--- config.mk ---
export PLATFORM = sky130hd
export DESIGN_NAME = bwcl_loader
export DESIGN_NICKNAME = d
export VERILOG_FILES = /design/src/hdl/bwcl_pkg.sv /design/src/hdl/bwcl_fifo.sv /design/src/hdl/bwcl_loader.sv
export SDC_FILE = /design/constraint.sdc
export NUM_CORES = 1
export LEC_CHECK = 0
export BUFFER_PORTS_ARGS = -buffer_cell sky130_fd_sc_hd__buf_4
export CORE_MARGIN = 4
export CORE_UTILIZATION = 55
export CTS_BUF_LIST = sky130_fd_sc_hd__clkbuf_8
export DETAILED_ROUTE_END_ITERATION = 8
export PLACE_DENSITY_LB_ADDON = 0.1
export RECOVER_POWER = 100
export SKIP_LAST_GASP = 1
export SLEW_MARGIN = 20
export SYNTH_ARGS = -nofsm -noshare
export SYNTH_HDL_FRONTEND = slang
export SYNTH_SLANG_ARGS = --single-unit
--- constraint.sdc ---
create_clock -name mclk -period 4.6 [get_ports mclk]
set_clock_uncertainty 0.2 [all_clocks]
set_input_delay 0.46 -clock mclk [delete_from_list [all_inputs] [get_ports mclk]]
set_output_delay 0.46 -clock mclk [all_outputs]
set_load 0.05 [all_outputs]
--- src/hdl/bwcl_pkg.sv ---
package bwcl_pkg;
    localparam int          BWCL_FIFO_WIDTH    = 8;
    localparam int          BWCL_FIFO_DEPTH    = 16;
    localparam logic [7:0]  BWCL_FILL_BYTE     = 8'hFF;
    localparam logic [7:0]  BWCL_PREAMBLE      = 8'hF2;
    localparam logic [7:0]  BWCL_CHECK_BYTE    = 8'hD2;
    localparam logic [7:0]  BWCL_START_BYTE    = 8'hFE;
    localparam int          BWCL_COUNT_BYTES   = 3;
    localparam int          BWCL_EXTEND_BYTES  = 5;
    localparam int          BWCL_STARTUP_CLKS  = 4;
    localparam int          BWCL_FRAME_BYTES   = 8;
    localparam int          BWCL_FRAME_TOTAL   = 4;
    localparam logic        BWCL_CHAIN_RESET   = 1'b1;
    localparam logic        BWCL_MODE_HI_BYTE  = 1'b0;
    localparam int          BWCL_DONE_DELAY    = 2;

    typedef enum {
        BWCL_ST_SEARCH, BWCL_ST_COUNT, BWCL_ST_FCHECK, BWCL_ST_START,
        BWCL_ST_DATA, BWCL_ST_CHECK, BWCL_ST_EXTEND, BWCL_ST_STARTUP,
        BWCL_ST_DONE, BWCL_ST_ERROR
    } bwcl_state_t;

    typedef struct packed {
        logic [7:0] data;
        logic       last;
    } bwcl_word_t;

    typedef struct packed {
        logic       error;
        logic       mem_full;
        logic       header_seen;
    } bwcl_status_t;
endpackage

--- src/hdl/bwcl_fifo.sv ---
module bwcl_fifo
    import bwcl_pkg::*;
#(
    parameter int WIDTH = BWCL_FIFO_WIDTH,
    parameter int DEPTH = BWCL_FIFO_DEPTH
) (
    input  wire logic             mclk,
    input  wire logic             reset,
    input  wire logic [WIDTH-1:0] in_data,
    input  wire logic             in_valid,
    output logic                  in_ready,
    output logic      [WIDTH-1:0] out_data,
    output logic                  out_valid,
    input  wire logic             out_ready
);
    localparam int AW = $clog2(DEPTH);
    logic [WIDTH-1:0] mem_reg [DEPTH];
    logic [AW-1:0]    wr_reg;
    logic [AW-1:0]    rd_reg;
    logic [AW:0]      cnt_reg;
    wire              push = in_valid && in_ready;
    wire              pop  = out_valid && out_ready;

    assign in_ready  = cnt_reg != (AW+1)'(DEPTH);
    assign out_valid = cnt_reg != '0;
    assign out_data  = mem_reg[rd_reg];

    always_ff @(posedge mclk) begin
        if (push) begin
            mem_reg[wr_reg] <= in_data;
        end
    end

    always_ff @(posedge mclk) begin
        if (reset) begin
            wr_reg  <= '0;
            rd_reg  <= '0;
            cnt_reg <= '0;
        end else begin
            if (push) begin
                wr_reg <= wr_reg + 1'b1;
            end
            if (pop) begin
                rd_reg <= rd_reg + 1'b1;
            end
            cnt_reg <= cnt_reg + (AW+1)'(push) - (AW+1)'(pop);
        end
    end
endmodule // bwcl_fifo

--- src/hdl/bwcl_loader.sv ---
module bwcl_loader
    import bwcl_pkg::*;
(
    input  wire logic       mclk,
    input  wire logic       reset,
    input  wire logic       configuration_clock,
    input  wire logic [7:0] config_byte_bus,
    input  wire logic       chain_select_in,
    input  wire logic       mode_select_hi,
    input  wire logic       mode_select_lo,
    input  wire logic       reconfig_n,
    input  wire logic       done_pullup_en,
    input  wire logic       done_in,
    output logic            done_out,
    output logic            done_oe_n,
    output logic            done_pullup,
    output logic            init_out,
    output logic            init_oe_n,
    output logic            chain_status_out,
    output logic            user_io_enable,
    output logic [7:0]      frame_data,
    output logic            frame_data_valid,
    input  wire logic       frame_data_ready,
    output bwcl_status_t    status
);
    logic [1:0]  clk_sync_reg;
    logic        clk_prev_reg;
    logic [7:0]  d0_reg;
    logic [7:0]  d1_reg;
    logic [1:0]  cs_sync_reg;
    logic [1:0]  mh_sync_reg;
    logic [1:0]  rc_sync_reg;
    logic [1:0]  dn_sync_reg;
    bwcl_state_t state_reg;
    bwcl_state_t state_next;
    logic [3:0]  byte_cnt_reg;
    logic [3:0]  byte_cnt_next;
    logic [15:0] frame_cnt_reg;
    logic [15:0] frame_cnt_next;
    logic        header_reg;
    logic        header_next;
    logic        error_reg;
    logic        error_next;
    logic        full_reg;
    logic        full_next;
    logic [7:0]  byte_hold_reg;
    logic        push_next;
    logic        push_reg;
    logic [1:0]  mode_wait_reg;
    logic        mode_ok_reg;
    logic        init_hi_reg;
    logic        in_ready;

    // Decoded views of the synchronised pins and of the byte taken.
    wire         clk_rise       = clk_sync_reg[1] && !clk_prev_reg;
    wire [7:0]   byte_in        = d1_reg;
    wire         cs_hi          = cs_sync_reg[1];
    wire         reconfig       = !rc_sync_reg[1];
    wire         done_seen      = dn_sync_reg[1];
    wire         mode_byte_wide = mh_sync_reg[1] == BWCL_MODE_HI_BYTE;
    wire         is_fill        = byte_in == BWCL_FILL_BYTE;
    wire         is_preamble    = byte_in == BWCL_PREAMBLE;
    wire         is_check       = byte_in == BWCL_CHECK_BYTE;
    wire         is_start       = byte_in == BWCL_START_BYTE;
    wire         last_frame     = frame_cnt_reg == 16'(BWCL_FRAME_TOTAL - 1);
    wire         in_done        = state_reg == BWCL_ST_DONE;
    wire         accept         = cs_hi && !full_reg;
    wire         stepping       = clk_rise && mode_ok_reg;

    // The link clock and the byte bus pass two flip-flops side by side, so they stay aligned.
    always_ff @(posedge mclk) begin
        if (reset) begin
            clk_sync_reg <= '0;
            clk_prev_reg <= 1'b0;
            d0_reg       <= '0;
            d1_reg       <= '0;
        end else begin
            clk_sync_reg <= {clk_sync_reg[0], configuration_clock};
            clk_prev_reg <= clk_sync_reg[1];
            d0_reg       <= config_byte_bus;
            d1_reg       <= d0_reg;
        end
    end

    // Level pins pass two flip-flops and start at their idle levels, so no false restart follows reset.
    always_ff @(posedge mclk) begin
        if (reset) begin
            cs_sync_reg <= '1;
            mh_sync_reg <= '0;
            rc_sync_reg <= '1;
            dn_sync_reg <= '0;
        end else begin
            cs_sync_reg <= {cs_sync_reg[0], chain_select_in};
            mh_sync_reg <= {mh_sync_reg[0], mode_select_hi};
            rc_sync_reg <= {rc_sync_reg[0], reconfig_n};
            dn_sync_reg <= {dn_sync_reg[0], done_in};
        end
    end

    // Init is released at reset exit; the mode pin is sampled two clocks after init reads high.
    always_ff @(posedge mclk) begin
        if (reset || reconfig) begin
            init_hi_reg   <= 1'b0;
            mode_wait_reg <= '0;
        end else begin
            init_hi_reg <= !error_reg;
            if (init_hi_reg && mode_wait_reg != 2'(BWCL_DONE_DELAY)) begin
                mode_wait_reg <= mode_wait_reg + 2'h1;
            end
        end
    end

    // The mode pin is read once; serial and master modes leave the parser idle.
    always_ff @(posedge mclk) begin
        if (reset || reconfig) begin
            mode_ok_reg <= 1'b0;
        end else if (mode_wait_reg == 2'(BWCL_DONE_DELAY - 1)) begin
            mode_ok_reg <= mode_byte_wide;
        end
    end

    // The parser steps once for every rising configuration clock edge seen, and only once the mode is accepted.
    always_comb begin
        state_next     = state_reg;
        byte_cnt_next  = byte_cnt_reg;
        frame_cnt_next = frame_cnt_reg;
        header_next    = header_reg;
        error_next     = error_reg;
        full_next      = full_reg;
        push_next      = 1'b0;
        if (stepping) begin
            unique case (state_reg)
                BWCL_ST_SEARCH: begin
                    if (is_preamble) begin
                        state_next    = BWCL_ST_COUNT;
                        byte_cnt_next = '0;
                    end else if (!is_fill) begin
                        error_next = 1'b1;
                        state_next = BWCL_ST_ERROR;
                    end
                end
                BWCL_ST_COUNT: begin
                    byte_cnt_next = byte_cnt_reg + 4'h1;
                    if (byte_cnt_reg == 4'(BWCL_COUNT_BYTES - 1)) begin
                        state_next = BWCL_ST_FCHECK;
                    end
                end
                BWCL_ST_FCHECK: begin
                    if (is_check) begin
                        state_next  = BWCL_ST_START;
                        header_next = 1'b1;
                    end else if (!is_fill) begin
                        error_next = 1'b1;
                        state_next = BWCL_ST_ERROR;
                    end
                end
                BWCL_ST_START: begin
                    if (full_reg) begin
                        state_next    = BWCL_ST_STARTUP;
                        byte_cnt_next = '0;
                    end else if (accept && is_start) begin
                        state_next    = BWCL_ST_DATA;
                        byte_cnt_next = '0;
                    end
                end
                BWCL_ST_DATA: begin
                    push_next     = in_ready;
                    byte_cnt_next = byte_cnt_reg + 4'h1;
                    if (!in_ready) begin
                        error_next = 1'b1;
                        state_next = BWCL_ST_ERROR;
                    end else if (byte_cnt_reg == 4'(BWCL_FRAME_BYTES - 1)) begin
                        state_next = BWCL_ST_CHECK;
                    end
                end
                BWCL_ST_CHECK: begin
                    if (!is_check) begin
                        error_next = 1'b1;
                        state_next = BWCL_ST_ERROR;
                    end else begin
                        frame_cnt_next = frame_cnt_reg + 16'h1;
                        full_next      = last_frame;
                        state_next     = BWCL_ST_EXTEND;
                        byte_cnt_next  = '0;
                    end
                end
                BWCL_ST_EXTEND: begin
                    byte_cnt_next = byte_cnt_reg + 4'h1;
                    if (byte_cnt_reg == 4'(BWCL_EXTEND_BYTES - 1)) begin
                        state_next    = full_reg ? BWCL_ST_STARTUP : BWCL_ST_START;
                        byte_cnt_next = '0;
                    end
                end
                BWCL_ST_STARTUP: begin
                    byte_cnt_next = byte_cnt_reg + 4'h1;
                    if (byte_cnt_reg == 4'(BWCL_STARTUP_CLKS - 1)) begin
                        state_next = BWCL_ST_DONE;
                    end
                end
                BWCL_ST_DONE: begin
                end
                BWCL_ST_ERROR: begin
                end
            endcase
        end
    end

    // Parser state and its byte counter.
    always_ff @(posedge mclk) begin
        if (reset || reconfig) begin
            state_reg    <= BWCL_ST_SEARCH;
            byte_cnt_reg <= '0;
        end else begin
            state_reg    <= state_next;
            byte_cnt_reg <= byte_cnt_next;
        end
    end

    // Frames taken and the memory-full flag.
    always_ff @(posedge mclk) begin
        if (reset || reconfig) begin
            frame_cnt_reg <= '0;
            full_reg      <= 1'b0;
        end else begin
            frame_cnt_reg <= frame_cnt_next;
            full_reg      <= full_next;
        end
    end

    // Header and error flags.
    always_ff @(posedge mclk) begin
        if (reset || reconfig) begin
            header_reg <= 1'b0;
            error_reg  <= 1'b0;
        end else begin
            header_reg <= header_next;
            error_reg  <= error_next;
        end
    end

    // Byte handed to the FIFO one clock after the parser took it.
    always_ff @(posedge mclk) begin
        if (reset || reconfig) begin
            push_reg      <= 1'b0;
            byte_hold_reg <= '0;
        end else begin
            push_reg      <= push_next;
            byte_hold_reg <= byte_in;
        end
    end

    // Frame bytes wait here until the logic behind the loader drains them.
    bwcl_fifo #(
        .WIDTH (BWCL_FIFO_WIDTH),
        .DEPTH (BWCL_FIFO_DEPTH)
    ) u_fifo (
        .mclk      (mclk),
        .reset     (reset),
        .in_data   (byte_hold_reg),
        .in_valid  (push_reg),
        .in_ready  (in_ready),
        .out_data  (frame_data),
        .out_valid (frame_data_valid),
        .out_ready (frame_data_ready)
    );

    // Done is open-drain: low is driven while not finished, high is released.
    assign done_out         = 1'b0;
    assign done_oe_n        = in_done;
    assign done_pullup      = done_pullup_en;
    assign init_out         = 1'b0;
    assign init_oe_n        = !error_reg;
    assign chain_status_out = header_reg ? full_reg : BWCL_CHAIN_RESET;
    assign user_io_enable   = in_done && done_seen;
    assign status           = '{error: error_reg, mem_full: full_reg, header_seen: header_reg};
endmodule // bwcl_loader

# == Word level (Yosys, flattened, before mapping) ==
# Memories as Yosys holds them, arrays and structs flattened. A register that Yosys moved wholly into a read port is not among the register bits.
# Cells that the tools add are included.
# word_totals
wordCells,119
inputBits,18
reg_bits,108
ram_bits,128
output_inout_bits,19
n_memories,1
# classes
add_sub_neg,7
n_mux,30
bitwise,3
eq_ne,31
n_reduce_logical,25
# mem_list
memory,words,word_bits,rd,rd_clocked_by_memory_dff,write_ports,line_no,text
u_fifo.mem_reg,16,8,1,1,1,bwcl_fifo.sv:17,logic [WIDTH-1:0] mem_reg [DEPTH];
# ops
cell,count
32-bit 2-to-1 mux,10
32-bit one-hot mux with 8 select lines,1
32-bit by 3-bit equality test with 1-bit output (second input constant),4
32-bit by 2-bit equality test with 1-bit output (second input constant),2
32-bit by 1-bit equality test with 1-bit output (second input constant),1
32-bit by 5-bit equality test with 1-bit output (second input constant),1
8-bit equality test (second input constant),4
32-bit zero test,1
4-bit 2-to-1 mux,8
2-bit inequality test (second input constant),10
4-bit one-hot mux with 5 select lines,1
16-bit by 1-bit adder with 16-bit output (second input constant),1
16-bit by 2-bit equality test with 1-bit output (second input constant),1
4-bit by 1-bit adder with 4-bit output (second input constant),3
5-bit nonzero test,2
4-bit by 2-bit equality test with 1-bit output (second input constant),2
4-bit by 3-bit equality test with 1-bit output (second input constant),2
1-bit logical AND,8
1-bit 2-to-1 mux,8
8-bit nonzero test,1
7-bit AND reduction,1
3-bit inequality test (second input constant),2
3-bit AND reduction,2
6-bit AND reduction,1
13 further kinds,19

# == Depth between registers and ports, before layout ==
# depth
ltp_word,6
depth_mapped,13
depth_no_buf,12

# == Hierarchy ==
# From an unflattened synthesis, not the netlist that was laid out.
# unflattened
cells_unflattened,711
area_unflattened_um2,9623.0
# modules_own_cells
mod,area_each_um2,cells_per_inst,seq_area_each_um2,n_inst
bwcl_fifo,5810.6,308,4184.0,1
bwcl_loader,3812.4,403,1901.8,1

# == Least setup slack after synthesis ==
# Ideal clock, no wire load.
# synth_path
path_kind,register to register
start,reg u_fifo.cnt_reg[3]
end,reg u_fifo.cnt_reg[4]
path_buffers,1
t_required_ns,4.330
arrival_time_ns,2.960
path_stages_with_launch,14
synth_period_minus_slack_ns,3.230
setup_slack_ns,1.370
setup_time_ns,0.070
cell_sequence,dfxtp_1 inv_1 ha_1 nand3_1 and2_1 clkbuf_1 ha_1 inv_1 ha_1 fa_1 a21oi_1 nor2_1 or3_1 a21oi_1
# synth_between
elab_cells_between_ends,6
cone_classes,2 x add/sub; 1 x eq/ne; 3 x reduce/logical
# synth_lines
element,line_no,text
from (decl),bwcl_fifo.sv:20,logic [AW:0] cnt_reg;
from (signal assigned),bwcl_fifo.sv:46,cnt_reg <= cnt_reg + (AW+1)'(push) - (AW+1)'(pop);
5-bit nonzero test,bwcl_fifo.sv:25,assign out_valid = cnt_reg != '0;
via frame_data_valid,bwcl_loader.sv:22,"output logic frame_data_valid,"
1-bit logical AND,bwcl_fifo.sv:22,wire pop = out_valid && out_ready;
via u_fifo.pop,bwcl_fifo.sv:22,
5-bit by 1-bit subtractor with 5-bit output,bwcl_fifo.sv:46,
# The timed path passes the listed nets, and every way through them passes these cells.
# A chain may end at the register's enable or synchronous reset.

==> impl_metrics.env <==
export IMPL_worst_slack_ns=0.706
export IMPL_syn_area_um2=9440
export IMPL_num_nets_final=760
export IMPL_first_global_vias=5484
export IMPL_seq_area_frac_synth_pct=64.5
export IMPL_antenna_found_initial=0
export IMPL_rows=47
export IMPL_syn_area_per_cell_um2=14.1
export IMPL_die_area_um2=19300
export IMPL_status="complete, but fails checks"
export IMPL_viasPerCell=5.49
export IMPL_drc=0
export IMPL_fmax_ghz=0.257
export IMPL_initialDrtViolationCount=388
export IMPL_ys_ff_latch=240
export IMPL_io_pins=37
export IMPL_synth_warnings=0
export IMPL_via_count=5323
export IMPL_grt_pass1_wl_mm=27.5
export IMPL_layout_commonest_cell="edfxtp_1"
export IMPL_largest_reg_flops=128
export IMPL_clk_pin_slew_ns=0.06
export IMPL_mostFrequentLayoutCells="edfxtp_1 (128), dfxtp_1 (110), nor2_1 (58)"
export IMPL_globalplace_congestion=0.910
export IMPL_post_cts_setup_buffer_count=0
export IMPL_drive_gt1_share_pct=16.1
export IMPL_synth_top_area_share_pct=40.7
export IMPL_clockPowerShare_pct=33.6
export IMPL_n_antenna_cell=0
export IMPL_start_util_pct=56.5
export IMPL_ant_nets=0
export IMPL_p_int_mw=3.50
export IMPL_rsz0062_at_grt="false"
export IMPL_combPwrFrac_pct=15.5
export IMPL_crit_arrival_ns=3.23
export IMPL_hold_class="register to register"
export IMPL_tritoncts="done"
export IMPL_synth_area_leader_cell="edfxtp_1"
export IMPL_fin_cells=970
export IMPL_hold_viol_final=0
export IMPL_worstSkewPairLatency_ns=0.52
export IMPL_gr_total_overflow=0
export IMPL_min_period_ns=3.89
export IMPL_violations="max-capacitance violations, max-slew violations"
export IMPL_die_w_um=139
export IMPL_routedWlPerCell_um=17.2
export IMPL_async_flop_share_pct=0
export IMPL_tightestPinTransition_ns=2.26
export IMPL_grt_max_degree=44
export IMPL_power_frac_seq_pct=50.9
export IMPL_synthToLayoutAreaGrowth_pct=11.5
export IMPL_worst_setup_path_type="register to output pin"
export IMPL_switching_share_pct=26.0
export IMPL_finalSetupViolCount=0
export IMPL_clockBufferDepth=3
export IMPL_track_usage_pct=17.7
export IMPL_wirelength_mm=16.7
export IMPL_core_area_um2=16700
export IMPL_leakagePower_nw=3.67
export IMPL_hpwlAfterDp_mm=10.7
export IMPL_fin_setup_tns_ns=0
export IMPL_syn_inst=671
export IMPL_required_ns=3.94
export IMPL_drv_cap=2
export IMPL_end_kind="output pin"
export IMPL_cp_max_fo=17
export IMPL_ctsHtreeMaxLevel=2
export IMPL_power_total_mw=4.73
export IMPL_slew_viol_final=87
export IMPL_cts_root_buf="clkbuf_8"
export IMPL_dp_cells=891
export IMPL_ys_types=59
export IMPL_ys_top_cells_by_area="edfxtp_1 (41%), dfxtp_1 (24%), mux4_2 (9.5%), and2_1 (2.5%), nor2_1 (2.3%)"
export IMPL_slew_headroom_pct=-51.2
export IMPL_powerDensity_nw_per_um2=450
export IMPL_post_place_ws_ns=1.47
export IMPL_numCtsBuffers=38
export IMPL_n_fill_cell=1308
export IMPL_die_h_um=139
export IMPL_ir_drop_uv=232
export IMPL_cts_sinks=240
export IMPL_power_switching_mw=1.23
export IMPL_post_route_period_util_pct=84.7
export IMPL_cts_repair_resized=0
export IMPL_io_buffers=31
export IMPL_hold_buffers=13
export IMPL_yosys_most_used_dff="edfxtp_1"
export IMPL_synth_edf_count=128
export IMPL_first_pass_iters=6
export IMPL_worst_setup_path_start_kind="register"
==> path summary, 6_finish.rpt <==
kind	startpoint	endpoint	slack [ns]	cells past startpoint
max	register	frame_data[7]	0.71	4
max reg2reg	u_fifo.cnt_reg[2]	u_fifo.mem_reg[7][3]	1.56	6
min reg2reg	mh_sync_reg[1]	mode_ok_reg	0.20	1
min	mh_sync_reg[1]	mode_ok_reg	0.20	1
==> layer usage <==
layer  vias up  global-route usage [%]  wire length, um
met5         -                       0                0
met3        34                    3.62              776
met1      2601                    22.7             7240
met2       137                    29.9             8240
met4         0                    6.80              400
li1       2551                       -                -
==> synthesized netlist by cell type, types with 16 or more instances <==
library cell,count
nand2_1,23
nand3_1,16
nor2b_1,32
nand4_1,16
nor2_1,58
xor2_1,19
inv_1,18
mux4_2,40
and2_1,38
ha_1,17
clkbuf_1,19
dfxtp_1,112
edfxtp_1,128
==> kinds of logic after synthesis <==
logic type               count (synthesis)  synth area share, %
other                                    1               0.0397
flip-flops                             240                 64.5
XOR/XNOR                                26                 2.41
multiplexers                            45                 10.1
AO/OA/AOI/OAI                           40                 2.90
adder cells (fa/ha/maj)                 18                 2.47
AND/OR/NAND/NOR                        245                 14.7
buffers and inverters                   56                 2.93
==> cell type report <==
class	instances	area [um2]	area share (%)
timing repair buffer	50	334	3.18
clock buffer	42	578	5.50
tap	220	275	2.62
sequential	240	6090	57.9
inverter	18	67.6	0.642
multi-input combinational	376	3080	29.3
clock inverter	24	97.6	0.928
==> per-stage QoR <==
| step | hold slack (ns) | utilization [%] | cell area (um2) |
|---|---|---|---|
| after floorplan | 0.189 | - | 9440 |
| after global placement | 0.199 | 58.6 | 9790 |
| after detailed placement | 0.199 | 58.6 | 9790 |
| after CTS | 0.139 | 63.4 | 10600 |
| after global routing | 0.226 | 63.0 | 10500 |
| final | 0.201 | 63.0 | 10500 |
==> worst max-delay path: stages (launching register included) <==
cell and delay (ns):
dfxtp_2 0.72, clkbuf_2 0.61, mux4_2 0.59, mux4_2 0.47, clkbuf_1 0.33
==> power groups by stage <==
stage          logic (mW)  registers, mW  clock network (mW)
2_1_floorplan       0.674           2.37                   0
3_3_place_gp        0.747           2.46                   0
3_5_place_dp        0.762           2.46                   0
4_1_cts             0.773           2.41                1.63
5_1_grt             0.808           2.42                1.74
6_report            0.734           2.41                1.59
Power figures use the tool's default switching activity.
